$ cat src/core/ccdt_pkg.sv
package ccdt_pkg;

  // System clock
  localparam int unsigned CLK_PERIOD_NS = 10;

  // Vertical and transfer gate timing
  localparam int unsigned VERT_PULSE_MIN_US = 6;
  localparam int unsigned VERT_PULSE_TYP_US = 8;
  localparam int unsigned VERT_PULSE_CYC = (VERT_PULSE_TYP_US * 1000 + CLK_PERIOD_NS - 1) / CLK_PERIOD_NS;

  // Horizontal and summing gate timing
  localparam int unsigned HORZ_PULSE_MIN_NS = 500;
  localparam int unsigned HORZ_PULSE_TYP_NS = 2000;
  localparam int unsigned HORZ_PULSE_CYC = (HORZ_PULSE_TYP_NS + CLK_PERIOD_NS - 1) / CLK_PERIOD_NS;

  // Reset gate high time
  localparam int unsigned RESET_PULSE_MIN_NS = 100;
  localparam int unsigned RESET_PULSE_CYC = (RESET_PULSE_MIN_NS + CLK_PERIOD_NS - 1) / CLK_PERIOD_NS;

  // Transfer gate to first horizontal phase-1 overlap
  localparam int unsigned OVERLAP_MIN_US = 3;
  localparam int unsigned OVERLAP_CYC = (OVERLAP_MIN_US * 1000 + CLK_PERIOD_NS - 1) / CLK_PERIOD_NS;

  // Pixel rate ceiling, in kHz
  localparam int unsigned PIXEL_RATE_MAX_KHZ = 1000;
  localparam int unsigned PIXEL_RATE_TYP_KHZ = 250;

  // Frame geometry
  localparam int unsigned ACTIVE_LINES = 122;
  localparam int unsigned BEVEL_LINES = 6;
  localparam int unsigned FRAME_LINES = ACTIVE_LINES + BEVEL_LINES;

  // Counter widths
  localparam int unsigned TIMER_W = 16;
  localparam int unsigned LINE_W = 8;
  localparam int unsigned PIXEL_W = 11;

  // Horizontal pixels per line, default for the wider variant
  localparam logic [PIXEL_W-1:0] PIXELS_PER_LINE_DEF = 11'h414;

  // Counter reset values
  localparam logic [TIMER_W-1:0] TIMER_RESET = 16'h0000;
  localparam logic [LINE_W-1:0] LINE_RESET = 8'h00;
  localparam logic [PIXEL_W-1:0] PIXEL_RESET = 11'h000;

endpackage : ccdt_pkg

$ cat src/core/ccdt_phase_pair.sv
`timescale 1ns/10ps
`default_nettype none

module ccdt_phase_pair (
  // Clock and reset
  input wire logic clk_sys_in,
  input wire logic reset_in,
  // Control
  input wire logic set_in,
  input wire logic phase1_in,
  // Complementary outputs once set, both low from reset until the first set
  output logic phase1_out,
  output logic phase2_out
);

  typedef struct packed {
    logic phase1;
    logic phase2;
  } ccdt_pair_state_t;

  ccdt_pair_state_t state_reg;
  ccdt_pair_state_t state_next;

  // Both edges in one cycle, crossing at mid swing
  always_comb begin
    state_next = state_reg;
    if (set_in) begin
      state_next.phase1 = phase1_in;
      state_next.phase2 = ~phase1_in;
    end
  end

  always_ff @(posedge clk_sys_in) begin
    if (reset_in) begin
      state_reg <= '{phase1: 1'b0, phase2: 1'b0};
    end else begin
      state_reg <= state_next;
    end
  end

  assign phase1_out = state_reg.phase1;
  assign phase2_out = state_reg.phase2;

endmodule // ccdt_phase_pair

`default_nettype wire

$ cat src/core/ccdt_readout.sv
`timescale 1ns/10ps
`default_nettype none

module ccdt_readout
  import ccdt_pkg::*;
(
  // Clock and reset
  input wire logic clk_sys_in,
  input wire logic reset_in,
  // Frame control
  input wire logic start_in,
  input wire logic [TIMER_W-1:0] integration_cycles_in,
  input wire logic [PIXEL_W-1:0] pixels_per_line_in,
  // Sensor clocks
  output logic vertical_clock_phase1_out,
  output logic vertical_clock_phase2_out,
  output logic transfer_gate_out,
  output logic horizontal_clock_phase1_out,
  output logic horizontal_clock_phase2_out,
  output logic summing_gate_out,
  output logic reset_gate_out,
  // Shutter and status
  output logic shutter_open_out,
  output logic busy_out,
  output logic line_valid_out,
  output logic pixel_sample_out,
  output logic frame_done_out
);

  typedef enum logic [3:0] {
    ST_IDLE = 4'h0,
    ST_INTEGRATE = 4'h1,
    ST_VERT_A = 4'h2,
    ST_VERT_B = 4'h3,
    ST_OVERLAP = 4'h4,
    ST_RESET_PULSE = 4'h5,
    ST_HORZ_HIGH = 4'h6,
    ST_HORZ_LOW = 4'h7,
    ST_LINE_END = 4'h8
  } ccdt_state_t;

  typedef struct packed {
    ccdt_state_t fsm;
    logic [LINE_W-1:0] line;
    logic [PIXEL_W-1:0] pixel;
    logic [PIXEL_W-1:0] pixels_per_line;
    logic shutter_open;
    logic reset_gate;
    logic busy;
    logic line_valid;
    logic pixel_sample;
    logic frame_done;
    logic timer_busy;
  } ccdt_main_state_t;

  ccdt_main_state_t state_reg;
  ccdt_main_state_t state_next;

  logic timer_load;
  logic [TIMER_W-1:0] timer_count;
  logic timer_done;
  logic vert_set;
  logic vert_phase1;
  logic horz_set;
  logic horz_phase1;
  logic vert_p1;
  logic vert_p2;
  logic horz_p1;
  logic horz_p2;

  ccdt_timer u_timer (
    .clk_sys_in(clk_sys_in),
    .reset_in(reset_in),
    .load_in(timer_load),
    .count_in(timer_count),
    .done_out(timer_done)
  );

  ccdt_phase_pair u_vert_pair (
    .clk_sys_in(clk_sys_in),
    .reset_in(reset_in),
    .set_in(vert_set),
    .phase1_in(vert_phase1),
    .phase1_out(vert_p1),
    .phase2_out(vert_p2)
  );

  ccdt_phase_pair u_horz_pair (
    .clk_sys_in(clk_sys_in),
    .reset_in(reset_in),
    .set_in(horz_set),
    .phase1_in(horz_phase1),
    .phase1_out(horz_p1),
    .phase2_out(horz_p2)
  );

  always_comb begin
    state_next = state_reg;
    state_next.pixel_sample = 1'b0;
    state_next.frame_done = 1'b0;
    timer_load = 1'b0;
    timer_count = TIMER_RESET;
    vert_set = 1'b0;
    vert_phase1 = 1'b0;
    horz_set = 1'b0;
    horz_phase1 = 1'b0;
    if (timer_done) begin
      state_next.timer_busy = 1'b0;
    end
    case (state_reg.fsm)
      ST_IDLE: begin
        state_next.busy = 1'b0;
        if (start_in) begin
          state_next.shutter_open = 1'b1;
          state_next.busy = 1'b1;
          state_next.line = LINE_RESET;
          state_next.pixels_per_line = (pixels_per_line_in == PIXEL_RESET) ?
            PIXELS_PER_LINE_DEF : pixels_per_line_in;
          timer_load = 1'b1;
          timer_count = (integration_cycles_in == TIMER_RESET) ? 16'h0001 : integration_cycles_in;
          state_next.timer_busy = 1'b1;
          // Vertical rests with phase 1 low and phase 2 high
          vert_set = 1'b1;
          vert_phase1 = 1'b0;
          horz_set = 1'b1;
          horz_phase1 = 1'b0;
          state_next.fsm = ST_INTEGRATE;
        end
      end
      ST_INTEGRATE: begin
        if (timer_done) begin
          state_next.shutter_open = 1'b0;
          vert_set = 1'b1;
          vert_phase1 = 1'b1;
          timer_load = 1'b1;
          timer_count = TIMER_W'(VERT_PULSE_CYC);
          state_next.fsm = ST_VERT_A;
        end
      end
      ST_VERT_A: begin
        if (timer_done) begin
          vert_set = 1'b1;
          vert_phase1 = 1'b0;
          timer_load = 1'b1;
          // phase 2 and transfer gate high time before the overlap wait
          timer_count = TIMER_W'(VERT_PULSE_CYC);
          state_next.fsm = ST_VERT_B;
        end
      end
      ST_VERT_B: begin
        if (timer_done) begin
          timer_load = 1'b1;
          timer_count = TIMER_W'(OVERLAP_CYC);
          state_next.fsm = ST_OVERLAP;
        end
      end
      ST_OVERLAP: begin
        if (timer_done) begin
          state_next.pixel = PIXEL_RESET;
          state_next.line_valid = 1'b1;
          state_next.reset_gate = 1'b1;
          timer_load = 1'b1;
          timer_count = TIMER_W'(RESET_PULSE_CYC);
          state_next.fsm = ST_RESET_PULSE;
        end
      end
      ST_RESET_PULSE: begin
        if (timer_done) begin
          state_next.reset_gate = 1'b0;
          horz_set = 1'b1;
          horz_phase1 = 1'b1;
          timer_load = 1'b1;
          timer_count = TIMER_W'(HORZ_PULSE_CYC);
          state_next.fsm = ST_HORZ_HIGH;
        end
      end
      ST_HORZ_HIGH: begin
        if (timer_done) begin
          horz_set = 1'b1;
          horz_phase1 = 1'b0;
          timer_load = 1'b1;
          timer_count = TIMER_W'(HORZ_PULSE_CYC - RESET_PULSE_CYC);
          state_next.pixel_sample = 1'b1;
          state_next.fsm = ST_HORZ_LOW;
        end
      end
      ST_HORZ_LOW: begin
        if (timer_done) begin
          // one pixel per 4 us period
          if (state_reg.pixel == state_reg.pixels_per_line - 11'h001) begin
            state_next.line_valid = 1'b0;
            state_next.fsm = ST_LINE_END;
          end else begin
            state_next.pixel = state_reg.pixel + 11'h001;
            state_next.reset_gate = 1'b1;
            timer_load = 1'b1;
            timer_count = TIMER_W'(RESET_PULSE_CYC);
            state_next.fsm = ST_RESET_PULSE;
          end
        end
      end
      ST_LINE_END: begin
        if (state_reg.line == LINE_W'(FRAME_LINES - 1)) begin
          state_next.busy = 1'b0;
          state_next.frame_done = 1'b1;
          state_next.fsm = ST_IDLE;
        end else begin
          state_next.line = state_reg.line + 8'h01;
          vert_set = 1'b1;
          vert_phase1 = 1'b1;
          timer_load = 1'b1;
          timer_count = TIMER_W'(VERT_PULSE_CYC);
          state_next.fsm = ST_VERT_A;
        end
      end
      default: begin
        state_next.fsm = ST_IDLE;
      end
    endcase
  end

  always_ff @(posedge clk_sys_in) begin
    if (reset_in) begin
      state_reg <= '{fsm: ST_IDLE, line: LINE_RESET, pixel: PIXEL_RESET,
                     pixels_per_line: PIXELS_PER_LINE_DEF, shutter_open: 1'b0,
                     reset_gate: 1'b0, busy: 1'b0, line_valid: 1'b0,
                     pixel_sample: 1'b0, frame_done: 1'b0, timer_busy: 1'b0};
    end else begin
      state_reg <= state_next;
    end
  end

  assign vertical_clock_phase1_out = vert_p1;
  assign vertical_clock_phase2_out = vert_p2;
  // transfer gate copies vertical phase 2
  assign transfer_gate_out = vert_p2;
  assign horizontal_clock_phase1_out = horz_p1;
  assign horizontal_clock_phase2_out = horz_p2;
  // summing gate copies horizontal phase 2
  assign summing_gate_out = horz_p2;
  assign reset_gate_out = state_reg.reset_gate;
  assign shutter_open_out = state_reg.shutter_open;
  assign busy_out = state_reg.busy;
  assign line_valid_out = state_reg.line_valid;
  assign pixel_sample_out = state_reg.pixel_sample;
  assign frame_done_out = state_reg.frame_done;

endmodule // ccdt_readout

`default_nettype wire

$ cat src/core/ccdt_timer.sv
`timescale 1ns/10ps
`default_nettype none

module ccdt_timer
  import ccdt_pkg::*;
(
  // Clock and reset
  input wire logic clk_sys_in,
  input wire logic reset_in,
  // Control
  input wire logic load_in,
  input wire logic [TIMER_W-1:0] count_in,
  // Status
  output logic done_out
);

  typedef struct packed {
    logic [TIMER_W-1:0] count;
    logic done;
  } ccdt_timer_state_t;

  ccdt_timer_state_t state_reg;
  ccdt_timer_state_t state_next;

  always_comb begin
    state_next = state_reg;
    state_next.done = 1'b0;
    // Done leads zero by one cycle, so a reload on done spans exactly count_in cycles
    if (load_in) begin
      state_next.count = count_in;
      state_next.done = (count_in == 16'h0001);
    end else if (state_reg.count != TIMER_RESET) begin
      state_next.count = state_reg.count - 16'h0001;
      state_next.done = (state_reg.count == 16'h0002);
    end
  end

  always_ff @(posedge clk_sys_in) begin
    if (reset_in) begin
      state_reg <= '{count: TIMER_RESET, done: 1'b0};
    end else begin
      state_reg <= state_next;
    end
  end

  assign done_out = state_reg.done;

endmodule // ccdt_timer

`default_nettype wire

$ cat config.mk
export PLATFORM = sky130hd
export DESIGN_NAME = ccdt_readout
export DESIGN_NICKNAME = d
export VERILOG_FILES = /design/src/core/ccdt_pkg.sv /design/src/core/ccdt_phase_pair.sv /design/src/core/ccdt_readout.sv /design/src/core/ccdt_timer.sv
export SDC_FILE = /design/constraint.sdc
export NUM_CORES = 1
export LEC_CHECK = 0
export BUFFER_PORTS_ARGS = -buffer_cell sky130_fd_sc_hd__buf_2
export CORE_ASPECT_RATIO = 2
export CORE_UTILIZATION = 55
export DETAILED_ROUTE_END_ITERATION = 10
export PLACE_DENSITY = 0.76
export SETUP_SLACK_MARGIN = 0.3
export SYNTH_ARGS = -nofsm -noshare
export SYNTH_HDL_FRONTEND = slang
export SYNTH_SLANG_ARGS = --single-unit
$ cat constraint.sdc
create_clock -name clk_sys_in -period 3.9 [get_ports clk_sys_in]
set_clock_uncertainty 0.1 [all_clocks]
set_input_delay 0.39 -clock clk_sys_in [delete_from_list [all_inputs] [get_ports clk_sys_in]]
set_output_delay 0.39 -clock clk_sys_in [all_outputs]
set_load 0.01 [all_outputs]
==> results by group <==
CTS
  • CTS root buf: clkbuf_16
  • Post-CTS Hold Buffers: 0
  • Clock Sinks: 61
  • Post-CTS Resized: 0
  • Max H-tree Level: 3
  • Clk_lat worst skew: 330 ps
  • CTS Buf Count: 9
  • # Post-CTS Setup Buffers: 0
  • CTS Buffer Depth: 2
  • Clock transition at the registers of the reported paths: 50 ps
  • CTS tree: built

Floorplan
  • FP Rows: 40
  • Std-Cell Core Area: 0.00596 mm2
  • Die ar.: 0.00650 mm2
  • Starting Density: 57.0%
  • Die width: 57.5 um
  • Die height: 113 um
  • Num ports: 42

Worst setup path
  • Setup CP Type: reg2reg
  • Slowest-stage cell, CP: or4_1
  • Worst-path cell chain: or4_1, o21ai_2, or4b_4, a2111oi_0, and3b_1, o21ai_1, buf_4, o22ai_1
  • Worst EP required: 4050 ps
  • Setup crit start kind: flip-flop
  • Worst setup EP type: flip-flop
  • CP Max Fanout: 12
  • Top Family by Delay on Critical Path: simple AND/OR/NAND/NOR gates
  • WP data arrival: 3210 ps
  • Slowest stage delay, CP: 640 ps
  • Worst Path Buf+Inv: 1

Placed design
  • Port bufs: 41
  • Dpl cells: 516
  • Pre-CTS setup slack: 958 ps
  • DP HPWL: 6530 um
  • RePlAce Congestion: 0.879
  • Placed cell areas: 0.00362 mm2

Status
  • Status: finished with violations
  • Failing checks: DRC

Global route
  • Vias in the first global route: 3,158
  • Global-route wire length before repair: 14,300 um
  • All-Layer GR Usage: 29.2%
  • Initial antenna violation count: 0
  • Maximum number of pins on one net before global-route repair: 41
  • Gr ovfl total: 0

Timing
  • TNS Setup: 0 ps
  • Max-slew headroom: 47.5%
  • Hold Vio Cnt, Final: 0
  • Fmax: 327 MHz
  • Final setup viols: 0
  • Worst Tran Pin Value: 785 ps
  • Hold_ws: 170 ps
  • Pins Over Slew Limit: 0
  • RSZ-0062 raised after global routing: false
  • Fin worst setup slack: 840 ps
  • Min cycle time layout: 3060 ps
  • Fin crit share: 78.5%

Power and ir drop
  • Power Total: 1.98 mW
  • Maximum vdd drop: 0.342 mV
  • Power Density: 503 mW/mm2
  • Pleak: 1.59 nW

Yosys
  • Post-Syn Area: 0.00339 mm2
  • Unique masters post-synth: 60
  • Gate count after technology mapping: 428
  • Seq cells post-synth: 61
  • Syn avg cell area: 7.93 um2
  • Net Count, Synth: 463
  • YS warnings: 0
  • Register area share after synthesis: 36.0%
  • Synth Flop Type: dfxtp_1
  • Asr flop ratio synth: 0%
  • EDFF count, synth: 0

Detailed routing
  • Initial DRC count: 112
  • Drt pass-1 iters: 7
  • Top sig layer: met4
  • Final routed DRC violation total: 1
  • Wire length on met1: 3150 um
  • Antenna Nets Post-Route: 0
  • Met3 WL: 330 um
  • DR vias/cell: 6.17
  • WL/cell: 16.6 um
  • WL final: 8840 um
  • Via count: 3,280
  • Routed wl met2: 4940 um

Finish
  • Fillers: 507
  • Layout Cells excl Fill: 532
  • Fin util: 66.2%
  • Synthesis-to-finish area growth: 16.3%
  • Nets: 499
  • Post-route cell area: 0.00395 mm2
  • Layout cells sized above 1: 16.4%
  • Antenna diode count: 0
  • Most common cell after layout, fill and taps aside: dfxtp_1
  • Commonest non-fill, non-tap cells in the layout: dfxtp_1 (61), nor2_1 (54), nand2_1 (50)
  • Max FFs per register: 34

Flow run
  • Max-cap violations: 0

Hold path
  • Hold Path Class: in2reg
==> area by class of cell <==
type	count	area, um2	area share [%]
Clock buffer	12	256	6.50
Clock inverter	4	70.1	1.78
Inverter	19	71.3	1.81
Multi-Input combinational cell	325	1990	50.4
Sequential cell	61	1220	31.0
Tap cell	63	78.8	2.00
Timing Repair Buffer	48	258	6.53
==> report_power, final <==
group | internal (mW) | leakage (nW) | switching [mW]
Clock | 0.591 | 0.163 | 0.277
Sequential | 0.679 | 0.498 | 0.0596
Combinational | 0.161 | 0.934 | 0.216
Total | 1.43 | 1.59 | 0.553
==> kinds of logic after synthesis <==
group | Yosys count | synth area share [%]
adder cells (fa/ha/maj) | 5 | 1.84
flip-flops | 61 | 36.0
multiplexers | 8 | 2.62
buffers and inverters | 42 | 5.35
AND/OR/NAND/NOR | 182 | 25.7
AO/OA/AOI/OAI | 97 | 19.6
XOR/XNOR | 33 | 8.93
==> worst min-delay path, delay by kind of cell <==
| kind | cells | cell delay, ps |
|---|---|---|
| buffers and inverters | 1 | 90 |
| AND/OR/NAND/NOR | 1 | 40 |
| AO/OA/AOI/OAI | 1 | 50 |
==> final timing paths <==
path | from | endpoint | slack, ps | cells after the start
worst min-delay path | integration_cycles_in[10] | u_timer.state_reg[11] | 170 | 3
worst min register to register | shutter_open_out | shutter_open_out | 350 | 1
worst max register to register | state_reg[7] | u_timer.state_reg[10] | 840 | 8
worst max-delay path | state_reg[7] | u_timer.state_reg[10] | 840 | 8
==> synth_stat cells (all sizes together), types with 2 or more instances <==
| cell | n | area [um2] |
|---|---|---|
| dfxtp | 61 | 1220 |
| nor2 | 54 | 203 |
| nand2 | 50 | 188 |
| a21oi | 31 | 163 |
| inv | 19 | 71.3 |
| xor2 | 19 | 166 |
| clkbuf | 17 | 63.8 |
| nor3 | 15 | 75.1 |
| o21ai | 15 | 78.8 |
| nor4 | 14 | 87.6 |
| xnor2 | 13 | 114 |
| nand4 | 11 | 68.8 |
| nand3 | 9 | 45.0 |
| mux2 | 7 | 78.8 |
| buf | 6 | 46.3 |
| o211ai | 6 | 45.0 |
| o22ai | 6 | 37.5 |
| a21o | 5 | 37.5 |
| and3 | 5 | 31.3 |
| ha | 5 | 62.6 |
| a211oi | 4 | 30.0 |
| or2 | 4 | 25.0 |
| or3 | 4 | 25.0 |
| a2111oi | 3 | 45.1 |
| a31oi | 3 | 18.8 |
| nand2b | 3 | 18.8 |
| o22a | 3 | 26.3 |
| or4 | 3 | 22.5 |
| a2111o | 2 | 22.5 |
| a221oi | 2 | 17.5 |
| a22oi | 2 | 15.0 |
| and2 | 2 | 12.5 |
| nor2b | 2 | 12.5 |
| nor3b | 2 | 15.0 |
| o2111ai | 2 | 17.5 |
| o21a | 2 | 15.0 |
| o31ai | 2 | 15.0 |
| o32ai | 2 | 17.5 |
| or4b | 2 | 23.8 |
==> metal layers <==
layer / global-route usage, % / vias up
met3: 4.23 / 30
li1: - / 1609
met1: 27.3 / 1557
met2: 54.3 / 84
met5: 0 / -
met4: 22.1 / 0
Power figures use the tool's default switching activity.
